$ cat config.mk
export PLATFORM = sky130hd
export DESIGN_NAME = pgia_top
export DESIGN_NICKNAME = d
export VERILOG_FILES = /design/src/rtl/pgia_top.v /design/src/rtl/pgia_sync.v /design/src/rtl/pgia_gain_dec.v
export VERILOG_INCLUDE_DIRS = /design/src /design/src/rtl
export SDC_FILE = /design/constraint.sdc
export NUM_CORES = 1
export LEC_CHECK = 0
export ABC_AREA = 0
export BUFFER_PORTS_ARGS = -buffer_cell sky130_fd_sc_hd__buf_4
export CORE_MARGIN = 2
export CORE_UTILIZATION = 40
export DETAILED_ROUTE_END_ITERATION = 16
export GPL_TIMING_DRIVEN = 0
export SYNTH_ARGS = -nofsm -noshare
export SYNTH_HDL_FRONTEND = slang
export SYNTH_HIERARCHICAL = 1
export SYNTH_SLANG_ARGS = --single-unit
$ cat constraint.sdc
create_clock -name CLK_IN -period 6.2 [get_ports CLK_IN]
set_clock_uncertainty 0.15 [all_clocks]
set_input_delay 0.93 -clock CLK_IN [delete_from_list [all_inputs] [get_ports CLK_IN]]
set_output_delay 0.93 -clock CLK_IN [all_outputs]
set_load 0.02 [all_outputs]
$ cat src/rtl/pgia_defs.vh
// Overview of operation
// RULE_01: gain nibble selects twelve input resistors
// RULE_02: scale field selects three output resistors
// RULE_03: total gain is input times scale
// RULE_04: switch bits drive four channel switches
// RULE_05: two switches route to test multiplexer
// RULE_06: short switch ties multiplexer inputs together
// RULE_07: over-voltage sets the over-voltage flag
// RULE_08: over-voltage flag forces channel switches open
// RULE_09: disable bit blocks the over-voltage flag
// RULE_10: both channels never closed by default
// RULE_11: guard-off bit allows both channels together
// RULE_12: any clipping stage sets amplifier error
// RULE_13: clipping over 200 us restores gain
// RULE_14: restore may raise checksum fault, tolerated
// RULE_15: restore-off bit suppresses the gain restore
// RULE_16: persistence timer restarts when clipping stops
// RULE_17: error flags sticky until software clears
`ifndef PGIA_DEFS_VH
`define PGIA_DEFS_VH

// ------------------------------------------------------------
// register offsets
// ------------------------------------------------------------
`define PGIA_OFF_GAIN 8'h00
`define PGIA_OFF_SW 8'h04
`define PGIA_OFF_STAT 8'h08
`define PGIA_OFF_DIS 8'h0c
`define PGIA_OFF_IRQEN 8'h10
`define PGIA_OFF_LIVE 8'h14

// ------------------------------------------------------------
// field layout
// ------------------------------------------------------------
`define PGIA_IG_MSB 3
`define PGIA_IG_LSB 0
`define PGIA_OS_MSB 5
`define PGIA_OS_LSB 4
`define PGIA_GAIN_W 6
`define PGIA_SW_C1P 0
`define PGIA_SW_C1N 1
`define PGIA_SW_C2P 2
`define PGIA_SW_C2N 3
`define PGIA_SW_TP 4
`define PGIA_SW_TN 5
`define PGIA_SW_SH 6
`define PGIA_SW_W 7
`define PGIA_ST_OV 0
`define PGIA_ST_CLIP 1
`define PGIA_ST_GRST 2
`define PGIA_ST_CRC 3
`define PGIA_ST_W 4
`define PGIA_DIS_OV 0
`define PGIA_DIS_GUARD 1
`define PGIA_DIS_GRST 2
`define PGIA_DIS_W 3
`define PGIA_CLIP_W 8
`define PGIA_LIVE_W 3

// ------------------------------------------------------------
// reset values
// ------------------------------------------------------------
`define PGIA_GAIN_RST 6'h04
`define PGIA_SW_RST 7'h00
`define PGIA_ST_RST 4'h0
`define PGIA_DIS_RST 3'h0
`define PGIA_IRQEN_RST 4'h0

// ------------------------------------------------------------
// gain decode
// ------------------------------------------------------------
`define PGIA_IG_MAX 4'hb
`define PGIA_OS_X1 2'h0
`define PGIA_OS_X125 2'h1
`define PGIA_K_X1 15'h0008
`define PGIA_K_X125 15'h000a
`define PGIA_K_X1375 15'h000b
`define PGIA_IRES_W 12
`define PGIA_ORES_W 3
`define PGIA_TOT_W 15

// ------------------------------------------------------------
// timing
// ------------------------------------------------------------
`define PGIA_CLK_MHZ 100
`define PGIA_CLIP_HOLD_US 200
`define PGIA_CNT_W 16

`endif

$ cat src/rtl/pgia_top.v
// Design decisions made here: the APB interface to the registers and the address map.
`timescale 1ns/1ps
`include "pgia_defs.vh"

module pgia_top #(
    parameter [`PGIA_CNT_W-1:0] CLIP_HOLD_CYC =
        `PGIA_CLIP_HOLD_US * `PGIA_CLK_MHZ
) (
    // clock and reset
    input wire CLK_IN,
    input wire RESETN_IN,
    // apb slave
    input wire PSEL_IN,
    input wire PENABLE_IN,
    input wire PWRITE_IN,
    input wire [7:0] PADDR_IN,
    input wire [31:0] PWDATA_IN,
    output wire [31:0] PRDATA_OUT,
    output wire PREADY_OUT,
    output wire PSLVERR_OUT,
    // analog monitors, asynchronous
    input wire OVERVOLT_IN,
    input wire [`PGIA_CLIP_W-1:0] CLIP_IN,
    // checksum fault from the register map checker
    input wire REGMAP_CRC_FAULT_IN,
    // input switch drives
    output wire CH1_POS_SWITCH_OUT,
    output wire CH1_NEG_SWITCH_OUT,
    output wire CH2_POS_SWITCH_OUT,
    output wire CH2_NEG_SWITCH_OUT,
    output wire TEST_ROUTE_SWITCH_POS_OUT,
    output wire TEST_ROUTE_SWITCH_NEG_OUT,
    output wire INPUT_SHORT_SWITCH_OUT,
    // resistor selects and total gain
    output wire [`PGIA_IRES_W-1:0] IN_RES_SEL_OUT,
    output wire [`PGIA_ORES_W-1:0] OUT_RES_SEL_OUT,
    output wire [`PGIA_TOT_W-1:0] GAIN_OUT,
    // interrupt
    output wire IRQ_OUT
);

    // ------------------------------------------------------------
    // declarations
    // ------------------------------------------------------------
    reg [`PGIA_GAIN_W-1:0] gain_select_reg;
    reg [`PGIA_GAIN_W-1:0] gain_select_next;
    reg [`PGIA_SW_W-1:0] switch_ctrl_reg;
    reg [`PGIA_SW_W-1:0] switch_ctrl_next;
    reg [`PGIA_ST_W-1:0] fault_stat_reg;
    reg [`PGIA_ST_W-1:0] fault_stat_next;
    reg [`PGIA_DIS_W-1:0] fault_mask_reg;
    reg [`PGIA_DIS_W-1:0] fault_mask_next;
    reg [`PGIA_ST_W-1:0] irq_en_reg;
    reg [`PGIA_ST_W-1:0] irq_en_next;
    reg [`PGIA_CNT_W-1:0] clip_cnt_reg;
    reg [`PGIA_CNT_W-1:0] clip_cnt_next;
    reg pready_reg;
    reg pslverr_reg;
    reg [31:0] prdata_reg;
    reg [31:0] rd_mux;
    reg rd_hit;
    reg irq_reg;
    reg sw_c1p_reg;
    reg sw_c1n_reg;
    reg sw_c2p_reg;
    reg sw_c2n_reg;
    reg sw_tp_reg;
    reg sw_tn_reg;
    reg sw_sh_reg;
    wire [`PGIA_CLIP_W:0] mon_sync;
    wire ov_live;
    wire clip_any;
    wire apb_access;
    wire wr_fire;
    wire [`PGIA_ST_W-1:0] w1c_mask;
    wire [`PGIA_ST_W-1:0] stat_set;
    wire clip_hold_hit;
    wire restore_fire;
    wire gain_changes;
    wire ov_open;
    wire guard_on;
    wire ch1_req;
    wire ch2_block;

    // ------------------------------------------------------------
    // monitor synchronisers
    // ------------------------------------------------------------
    pgia_sync #(
        .W(`PGIA_CLIP_W + 1)
    ) u_sync (
        .clk(CLK_IN),
        .resetn(RESETN_IN),
        .d_in({OVERVOLT_IN, CLIP_IN}),
        .q_out(mon_sync)
    );

    // split synchronised monitors
    assign ov_live = mon_sync[`PGIA_CLIP_W];
    assign clip_any = |mon_sync[`PGIA_CLIP_W-1:0]; // RULE_12

    // ------------------------------------------------------------
    // apb handshake
    // ------------------------------------------------------------
    // one wait state, commit when pready is seen high
    assign apb_access = PSEL_IN & PENABLE_IN;
    assign wr_fire = apb_access & pready_reg & PWRITE_IN;

    // address decode for read data and error
    always @* begin
        rd_mux = 32'h00000000;
        rd_hit = 1'b1;
        case (PADDR_IN)
            `PGIA_OFF_GAIN: begin
                rd_mux[`PGIA_GAIN_W-1:0] = gain_select_reg;
            end
            `PGIA_OFF_SW: begin
                rd_mux[`PGIA_SW_W-1:0] = switch_ctrl_reg;
            end
            `PGIA_OFF_STAT: begin
                rd_mux[`PGIA_ST_W-1:0] = fault_stat_reg;
            end
            `PGIA_OFF_DIS: begin
                rd_mux[`PGIA_DIS_W-1:0] = fault_mask_reg;
            end
            `PGIA_OFF_IRQEN: begin
                rd_mux[`PGIA_ST_W-1:0] = irq_en_reg;
            end
            `PGIA_OFF_LIVE: begin
                rd_mux[`PGIA_LIVE_W-1:0] =
                    {(clip_cnt_reg != {`PGIA_CNT_W{1'b0}}),
                     clip_any, ov_live};
            end
            default: begin
                rd_hit = 1'b0;
            end
        endcase
    end

    // ready, error and read data registers
    always @(posedge CLK_IN) begin
        if (!RESETN_IN) begin
            pready_reg <= 1'b0;
            pslverr_reg <= 1'b0;
            prdata_reg <= 32'h00000000;
        end else begin
            pready_reg <= apb_access & ~pready_reg;
            if (apb_access & ~pready_reg) begin
                pslverr_reg <= ~rd_hit;
                if (PWRITE_IN) begin
                    prdata_reg <= 32'h00000000;
                end else begin
                    prdata_reg <= rd_mux;
                end
            end else begin
                pslverr_reg <= 1'b0;
                prdata_reg <= 32'h00000000;
            end
        end
    end

    // ------------------------------------------------------------
    // clipping persistence timer
    // ------------------------------------------------------------
    // counts clipping cycles, saturates one past the hold
    always @* begin
        clip_cnt_next = clip_cnt_reg;
        if (!clip_any) begin
            clip_cnt_next = {`PGIA_CNT_W{1'b0}}; // RULE_16
        end else if (clip_cnt_reg <= CLIP_HOLD_CYC) begin
            clip_cnt_next = clip_cnt_reg + 16'h0001; // RULE_16
        end
    end

    // fires once per clipping episode
    assign clip_hold_hit = clip_any & (clip_cnt_reg == CLIP_HOLD_CYC);
    // RULE_15 gates the restore
    assign restore_fire = clip_hold_hit &
        ~fault_mask_reg[`PGIA_DIS_GRST]; // RULE_13
    assign gain_changes = gain_select_reg != `PGIA_GAIN_RST;

    // ------------------------------------------------------------
    // fault status, set beats clear
    // ------------------------------------------------------------
    assign stat_set[`PGIA_ST_OV] = ov_live &
        ~fault_mask_reg[`PGIA_DIS_OV]; // RULE_07 RULE_09
    assign stat_set[`PGIA_ST_CLIP] = clip_any; // RULE_12
    assign stat_set[`PGIA_ST_GRST] = restore_fire; // RULE_13
    // restore may leave the checksum stale; only flagged
    assign stat_set[`PGIA_ST_CRC] = REGMAP_CRC_FAULT_IN |
        (restore_fire & gain_changes); // RULE_14

    // write-one-to-clear strobe
    assign w1c_mask = (wr_fire && PADDR_IN == `PGIA_OFF_STAT) ?
        PWDATA_IN[`PGIA_ST_W-1:0] : `PGIA_ST_RST;

    // sticky flags
    always @* begin
        fault_stat_next = (fault_stat_reg & ~w1c_mask) | stat_set; // RULE_17
    end

    // ------------------------------------------------------------
    // software registers
    // ------------------------------------------------------------
    // gain, with automatic restore taking priority
    always @* begin
        gain_select_next = gain_select_reg;
        if (restore_fire) begin
            gain_select_next = `PGIA_GAIN_RST; // RULE_13
        end else if (wr_fire && PADDR_IN == `PGIA_OFF_GAIN) begin
            gain_select_next = PWDATA_IN[`PGIA_GAIN_W-1:0];
        end
    end

    // switch control, masks and interrupt enables
    always @* begin
        switch_ctrl_next = switch_ctrl_reg;
        fault_mask_next = fault_mask_reg;
        irq_en_next = irq_en_reg;
        if (wr_fire && PADDR_IN == `PGIA_OFF_SW) begin
            switch_ctrl_next = PWDATA_IN[`PGIA_SW_W-1:0];
        end
        if (wr_fire && PADDR_IN == `PGIA_OFF_DIS) begin
            fault_mask_next = PWDATA_IN[`PGIA_DIS_W-1:0];
        end
        if (wr_fire && PADDR_IN == `PGIA_OFF_IRQEN) begin
            irq_en_next = PWDATA_IN[`PGIA_ST_W-1:0];
        end
    end

    // register update
    always @(posedge CLK_IN) begin
        if (!RESETN_IN) begin
            gain_select_reg <= `PGIA_GAIN_RST;
            switch_ctrl_reg <= `PGIA_SW_RST;
            fault_stat_reg <= `PGIA_ST_RST;
            fault_mask_reg <= `PGIA_DIS_RST;
            irq_en_reg <= `PGIA_IRQEN_RST;
            clip_cnt_reg <= {`PGIA_CNT_W{1'b0}};
        end else begin
            gain_select_reg <= gain_select_next;
            switch_ctrl_reg <= switch_ctrl_next;
            fault_stat_reg <= fault_stat_next;
            fault_mask_reg <= fault_mask_next;
            irq_en_reg <= irq_en_next;
            clip_cnt_reg <= clip_cnt_next;
        end
    end

    // ------------------------------------------------------------
    // switch protection
    // ------------------------------------------------------------
    // flag held means channel switches open
    assign ov_open = fault_stat_reg[`PGIA_ST_OV]; // RULE_08
    assign guard_on = ~fault_mask_reg[`PGIA_DIS_GUARD]; // RULE_10 RULE_11
    assign ch1_req = switch_ctrl_reg[`PGIA_SW_C1P] |
        switch_ctrl_reg[`PGIA_SW_C1N];
    // with the guard on, channel one wins a double selection
    assign ch2_block = guard_on & ch1_req; // RULE_10

    // registered switch drives
    always @(posedge CLK_IN) begin
        if (!RESETN_IN) begin
            sw_c1p_reg <= 1'b0;
            sw_c1n_reg <= 1'b0;
            sw_c2p_reg <= 1'b0;
            sw_c2n_reg <= 1'b0;
            sw_tp_reg <= 1'b0;
            sw_tn_reg <= 1'b0;
            sw_sh_reg <= 1'b0;
        end else begin
            sw_c1p_reg <= switch_ctrl_reg[`PGIA_SW_C1P] & ~ov_open; // RULE_04
            sw_c1n_reg <= switch_ctrl_reg[`PGIA_SW_C1N] & ~ov_open; // RULE_04
            sw_c2p_reg <= switch_ctrl_reg[`PGIA_SW_C2P] &
                ~ov_open & ~ch2_block; // RULE_08
            sw_c2n_reg <= switch_ctrl_reg[`PGIA_SW_C2N] &
                ~ov_open & ~ch2_block; // RULE_08
            sw_tp_reg <= switch_ctrl_reg[`PGIA_SW_TP]; // RULE_05
            sw_tn_reg <= switch_ctrl_reg[`PGIA_SW_TN]; // RULE_05
            sw_sh_reg <= switch_ctrl_reg[`PGIA_SW_SH]; // RULE_06
        end
    end

    // ------------------------------------------------------------
    // gain decode
    // ------------------------------------------------------------
    pgia_gain_dec u_dec (
        .clk(CLK_IN),
        .resetn(RESETN_IN),
        .in_gain(gain_select_reg[`PGIA_IG_MSB:`PGIA_IG_LSB]),
        .out_scale(gain_select_reg[`PGIA_OS_MSB:`PGIA_OS_LSB]),
        .in_res_sel(IN_RES_SEL_OUT),
        .out_res_sel(OUT_RES_SEL_OUT),
        .total_gain(GAIN_OUT)
    );

    // ------------------------------------------------------------
    // interrupt
    // ------------------------------------------------------------
    // level while any enabled flag is set
    always @(posedge CLK_IN) begin
        if (!RESETN_IN) begin
            irq_reg <= 1'b0;
        end else begin
            irq_reg <= |(fault_stat_reg & irq_en_reg);
        end
    end

    // ------------------------------------------------------------
    // outputs
    // ------------------------------------------------------------
    assign PRDATA_OUT = prdata_reg;
    assign PREADY_OUT = pready_reg;
    assign PSLVERR_OUT = pslverr_reg;
    assign CH1_POS_SWITCH_OUT = sw_c1p_reg;
    assign CH1_NEG_SWITCH_OUT = sw_c1n_reg;
    assign CH2_POS_SWITCH_OUT = sw_c2p_reg;
    assign CH2_NEG_SWITCH_OUT = sw_c2n_reg;
    assign TEST_ROUTE_SWITCH_POS_OUT = sw_tp_reg;
    assign TEST_ROUTE_SWITCH_NEG_OUT = sw_tn_reg;
    assign INPUT_SHORT_SWITCH_OUT = sw_sh_reg;
    assign IRQ_OUT = irq_reg;

endmodule

$ cat src/rtl/pgia_sync.v
`timescale 1ns/1ps
`include "pgia_defs.vh"

module pgia_sync #(
    parameter W = 1
) (
    // clock and reset
    input wire clk,
    input wire resetn,
    // asynchronous levels in, synchronised levels out
    input wire [W-1:0] d_in,
    output wire [W-1:0] q_out
);

    // ------------------------------------------------------------
    // two flip-flop chain per bit
    // ------------------------------------------------------------
    genvar i;
    generate
        for (i = 0; i < W; i = i + 1) begin : g_bit
            reg meta_reg;
            reg sync_reg;
            // first stage feeds only the second
            always @(posedge clk) begin
                if (!resetn) begin
                    meta_reg <= 1'b0;
                    sync_reg <= 1'b0;
                end else begin
                    meta_reg <= d_in[i];
                    sync_reg <= meta_reg;
                end
            end
            assign q_out[i] = sync_reg;
        end
    endgenerate

endmodule

$ cat src/rtl/pgia_gain_dec.v
`timescale 1ns/1ps
`include "pgia_defs.vh"

module pgia_gain_dec (
    // clock and reset
    input wire clk,
    input wire resetn,
    // gain fields
    input wire [3:0] in_gain,
    input wire [1:0] out_scale,
    // resistor selects and total gain
    output reg [`PGIA_IRES_W-1:0] in_res_sel,
    output reg [`PGIA_ORES_W-1:0] out_res_sel,
    output reg [`PGIA_TOT_W-1:0] total_gain
);

    reg [3:0] code_eff;
    reg [`PGIA_TOT_W-1:0] scale_k;
    reg [`PGIA_ORES_W-1:0] out_sel;

    // ------------------------------------------------------------
    // combinational decode
    // ------------------------------------------------------------
    // codes above eleven clamp to the top gain
    always @* begin
        code_eff = in_gain; // RULE_01
        if (in_gain > `PGIA_IG_MAX) begin
            code_eff = `PGIA_IG_MAX;
        end
        case (out_scale) // RULE_02
            `PGIA_OS_X1: begin
                scale_k = `PGIA_K_X1;
                out_sel = 3'h1;
            end
            `PGIA_OS_X125: begin
                scale_k = `PGIA_K_X125;
                out_sel = 3'h2;
            end
            default: begin
                scale_k = `PGIA_K_X1375;
                out_sel = 3'h4;
            end
        endcase
    end

    // ------------------------------------------------------------
    // registered selects; gain in units of 1/8 V/V
    // ------------------------------------------------------------
    always @(posedge clk) begin
        if (!resetn) begin
            in_res_sel <= {`PGIA_IRES_W{1'b0}};
            out_res_sel <= {`PGIA_ORES_W{1'b0}};
            total_gain <= {`PGIA_TOT_W{1'b0}};
        end else begin
            in_res_sel <= 12'h001 << code_eff; // RULE_01
            out_res_sel <= out_sel; // RULE_02
            total_gain <= scale_k << code_eff; // RULE_03
        end
    end

endmodule

Word-level counts from Yosys, hierarchy flattened
Index checks and enable logic that the tools add are counted.
{"block": "totals", "input_bits": 55, "output_inout_bits": 72, "rom_bits": 0, "reg_bits": 130, "wordCells": 108, "ramBits": 0, "n_memories": 0, "latchBits": 0}
{"block": "classes", "multipliers": 0, "n_eq_ne": 8, "addsub": 1, "n_lt_le_gt_ge": 2, "n_reduce_logical": 16, "mux": 8, "n_shift": 2, "n_bitwise": 31, "div": 0}
{"op": "$pmux W3 S6", "n": 1}
{"op": "$add A16 B1 Y16 const B", "n": 1}
{"op": "$eq A16 B15 Y1 const B", "n": 1}
{"op": "$eq A8 B4 Y1 const B", "n": 2}
{"op": "$eq A8 B5 Y1 const B", "n": 2}
{"op": "$le A16 B15 Y1 const B", "n": 1}
{"op": "$reduce_bool A16 Y1", "n": 1}
{"op": "$and A1 B1 Y1", "n": 15}
{"op": "$shl A4 B4 Y15", "n": 1}
{"op": "$shl A1 B4 Y12 const A", "n": 1}
{"op": "$not A1 Y1", "n": 10}
{"op": "$and A4 B4 Y4", "n": 2}
{"op": "$eq A8 B3 Y1 const B", "n": 1}
{"op": "$logic_not A8 Y1", "n": 1}
{"op": "$mux W4", "n": 2}
{"op": "$pmux W2 S2", "n": 2}
{"op": "$reduce_or A4 Y1", "n": 2}
{"op": "$reduce_or A8 Y1", "n": 1}
{"op": "$ne A6 B3 Y1 const B", "n": 1}
{"op": "$pmux W3 S2", "n": 1}
{"op": "$reduce_or A6 Y1", "n": 1}
{"op": "$logic_and A1 B1 Y1", "n": 5}
{"op": "$gt A4 B4 Y1 const B", "n": 1}
{"op": "$not A4 Y4", "n": 1}
{"op": "9 further kinds", "n": 11}

Longest topological paths before layout
{"block": "logic_depth", "word_depth": 8, "ltp_mapped": 9, "ltp_nobuf": 7}

Modules after synthesis
Netlist, hierarchy kept.
{"module": "pgia_top", "area_each_um2": 2742.6, "cells_per_inst": 314, "n_inst": 1, "seq_area_each_um2": 1141.1}
{"module": "pgia_gain_dec", "area_each_um2": 1014.7, "cells_per_inst": 100, "n_inst": 1, "seq_area_each_um2": 600.6}
{"module": "pgia_sync", "area_each_um2": 569.3, "cells_per_inst": 46, "n_inst": 1, "seq_area_each_um2": 360.3}

Least setup slack after synthesis
Ideal clock, no wire load.
{"block": "synth_path", "path_kind": "input to register", "startpoint": "input port PADDR_IN[1]", "endpoint": "register switch_ctrl_reg[4]", "path_stages": 7, "n_path_buf": 2, "slack_ps": 3631, "required_time_ps": 5921, "setup_ps": 129, "arrival_time_ps": 2290, "path_cell_list": "nor3_1 nor4bb_1 clkbuf_1 nand3_1 clkbuf_1 nand2_1 o21ai_0"}
{"block": "synth_via", "elab_chain_cells": 2}
{"item": "start: declaration", "line_no": "pgia_top.v:16", "rtl": "input wire [7:0] PADDR_IN,"}
{"item": "$eq A8 B3 Y1"}
{"item": "$logic_and A1 B1 Y1 (no source line)"}
{"item": "end signal: assignment", "line_no": "pgia_top.v:234", "rtl": "switch_ctrl_reg <= `PGIA_SW_RST;"}
{"item": "end signal: assignment", "line_no": "pgia_top.v:241", "rtl": "switch_ctrl_reg <= switch_ctrl_next;"}
{"item": "end: declaration", "line_no": "pgia_top.v:47", "rtl": "reg [`PGIA_SW_W-1:0] switch_ctrl_reg;"}
No other way between the ends.
A chain may end at the register's enable or synchronous reset.

Worst setup path after layout
Same ends and word-level chain as after synthesis.

==> reports/qor.yml <==
synthesis:
  synth.avg_cell_area_um2: 9.41
  synth_edf_count: 0
  ys.flop_type: "dfxtp_1"
  netlist_instances: 460
  synth-seq-cells: 105
  ys_seq_area_frac: 0.486
  syn_area_mm2: 0.00433
  yosysWarnings: 6
  async_flop_share: 0
  synth_cell_type_count: 62
cells_and_area:
  n_antenna_cell: 0
  final_util: 0.514
  final_common_cell: "buf_4"
  area_delta_synth_final_pct: 23.8
  postLayoutCellArea_mm2: 0.00536
  final_cells: 711
  drive_gt1_frac: 0.275
  largest_register_ffs: 16
  fin_nets: 627
  layout_common_cells: "109 x buf_4, 105 x dfxtp_1, 38 x nor2_1"
setup_path:
  worst_path_most_repeated_cell: "clkbuf_1"
  path_cells: "buf_4, nor3_1, nor4bb_1, clkbuf_1, nand3_1, clkbuf_1, nand2_1, o21ai_0"
  cp.required_ns: 6.29
  critical_path_class: "input port to register"
  cp_max_fo: 10
  r2r_cells: 7
  slowest_delay_ns: 0.45
  cp_num_buf_inv: 3
  endpoint_kind: "register"
  crit_cells: 8
  crit_slowest_cell: "nor3_1"
  crit_path_start_kind: "input port"
  cpLargestDelayFamily: "simple AND/OR/NAND/NOR gates"
  cp.arrival_ns: 2.81
drt:
  ant_nets: 0
  first_iter_violations: 150
  wl_um: 9350
  drt-vias-per-instance: 4.75
  vias: 3379
  post_drt_wl_per_cell_um: 13.1
  first_pass_iters: 4
  drc: 0
grt:
  grt_pass1_wl_um: 14900
  grt_pass1_vias: 3096
  antenna_found_initial: 0
  grt.overflow.total: 0
  grt_max_degree: 24
  gr-usage-all-layers: 0.162
timing:
  min_period_ns: 2.72
  rsz0062_at_grt: "false"
  drv_slew: 0
  setup_viol: 0
  tns_ns: 0
  tightestPinTransition_ns: 0.714
  hold_violations: 0
  timing.fmax_ghz: 0.368
  whs_ns: 0.294
  slew_headroom: 0.520
  min_period_over_period: 0.438
  setup_ws_ns: 3.48
pwr:
  switchingPower_mw: 0.298
  p_leak_nw: 2.27
  seqPwrFrac: 0.563
  switching_share: 0.244
  pwr-share-clk: 0.358
  total_power_mw: 1.22
  p_int_mw: 0.924
  power_frac_comb: 0.079
  irDropWorstVdd_v: 0.000124
  powerDensity_mw_per_mm2: 228
clock_network:
  root_buffer: "clkbuf_8"
  h-tree-depth: 3
  ctsResizeCount: 0
  cts_tree: "yes"
  post_cts_buffers: 0
  cts_hold_buffers: 0
  ctsLongestPathBuffers: 2
  clkSlewWorstSetupHoldPaths_ns: 0.10
  clock_latency_ns: 0.36
  clock_sinks: 105
  cts_buffers: 9
floorplanning:
  fp-row-count: 37
  die_width_um: 108
  die_h_um: 108
  initial_utilization: 0.415
  pin_count: 127
  core_mm2: 0.0104
  dieArea_mm2: 0.0117
placement:
  routabilityCongestion: 0.849
  place_area_mm2: 0.00515
  pre_cts_slack_ns: 3.11
  io_buffers: 75
  post-dp-hpwl_um: 6980
  dpl.cell_count: 695
run:
  maxCapViolations: 0
hold_path:
  hold_depth: 1
  hp-class: "register to register"
status:
  status: "finished, final reports clean"
synth_stat cells, types with 2 or more instances:
cell type  instances  area, um^2
nor3_2             3        30.0
o31ai_1            2        15.0
nand3b_1           3        22.5
a21boi_0           5        37.5
mux4_2             2        45.0
and3b_1            3        26.3
o22ai_1            2        12.5
and4_1             3        26.3
nor4_1             5        31.3
nor2_1            38         143
nand3_1           19        95.1
and2_2            14         105
a21oi_1           20         100
or4_1              2        15.0
nor2b_1           11        68.8
nor3_1            10        50.1
buf_6              3        33.8
and2_1            14        87.6
o21a_1             3        22.5
o21ai_0           10        50.1
buf_2              6        30.0
nand4b_1           2        17.5
nand2_1           36         135
inv_1              8        30.0
dfxtp_1          105        2100
and2b_1            2        15.0
or3_1              9        56.3
buf_4             34         255
and3_1             5        31.3
a31oi_1            2        12.5
a221oi_1           2        17.5
o21ai_1            7        35.0
a22oi_1            3        22.5
nand2b_1           5        31.3
ha_1               2        25.0
mux2i_1           17         170
nand4_1            7        43.8
clkbuf_1           9        33.8
xnor2_1            4        35.0
path summary, 6_finish.rpt:
path	from	end	slack [ns]
min	u_sync/g_bit[2].meta_reg	u_sync/g_bit[2].sync_reg	0.29
max reg2reg	clip_cnt_reg[8]	clip_cnt_reg[1]	3.82
min reg2reg	u_sync/g_bit[2].meta_reg	u_sync/g_bit[2].sync_reg	0.29
max	PADDR_IN[1]	switch_ctrl_reg[4]	3.48
cell families (layout without fill, tap and decap cells):
group,Yosys count,after routing,share of synthesized area
xor gates and xnor gates,4,4,0.00810
and+or+nand+nor,199,199,0.255
adders and majority gates,2,2,0.00578
other,1,25,0.000867
buffers and inverters,62,153,0.0940
AOI/OAI and AO/OA,68,68,0.101
DFF,105,105,0.486
muxes,19,19,0.0497
per-layer routing:
metal  GRT usage  up-vias  wire, um
met5           0        -         0
met4      0.0412        0        97
met3      0.0350       10       420
met2       0.269       73      4340
met1       0.215     1544      4490
li1            -     1752         -
cell type report:
cell class,count,area (um^2)
Inverter,8,30.0
Tap cell,136,170
Fill cell,1024,5060
Clock buffer,9,124
Clock inverter,7,83.8
Buffer,54,377
Sequential cell,105,2100
Multi-Input combinational cell,317,1910
Timing Repair Buffer,75,563
power groups by stage:
| stage | clock (mW) | sequential, mW | combinational (mW) |
|---|---|---|---|
| 3_3_place_gp | 0 | 0.704 | 0.0954 |
| 2_1_floorplan | 0 | 0.705 | 0.0626 |
| 6_report | 0.438 | 0.688 | 0.0963 |
| 3_5_place_dp | 0 | 0.704 | 0.0961 |
| 5_1_grt | 0.480 | 0.690 | 0.105 |
| 4_1_cts | 0.452 | 0.688 | 0.0963 |
Note: power is estimated with default switching activity, not from simulation.
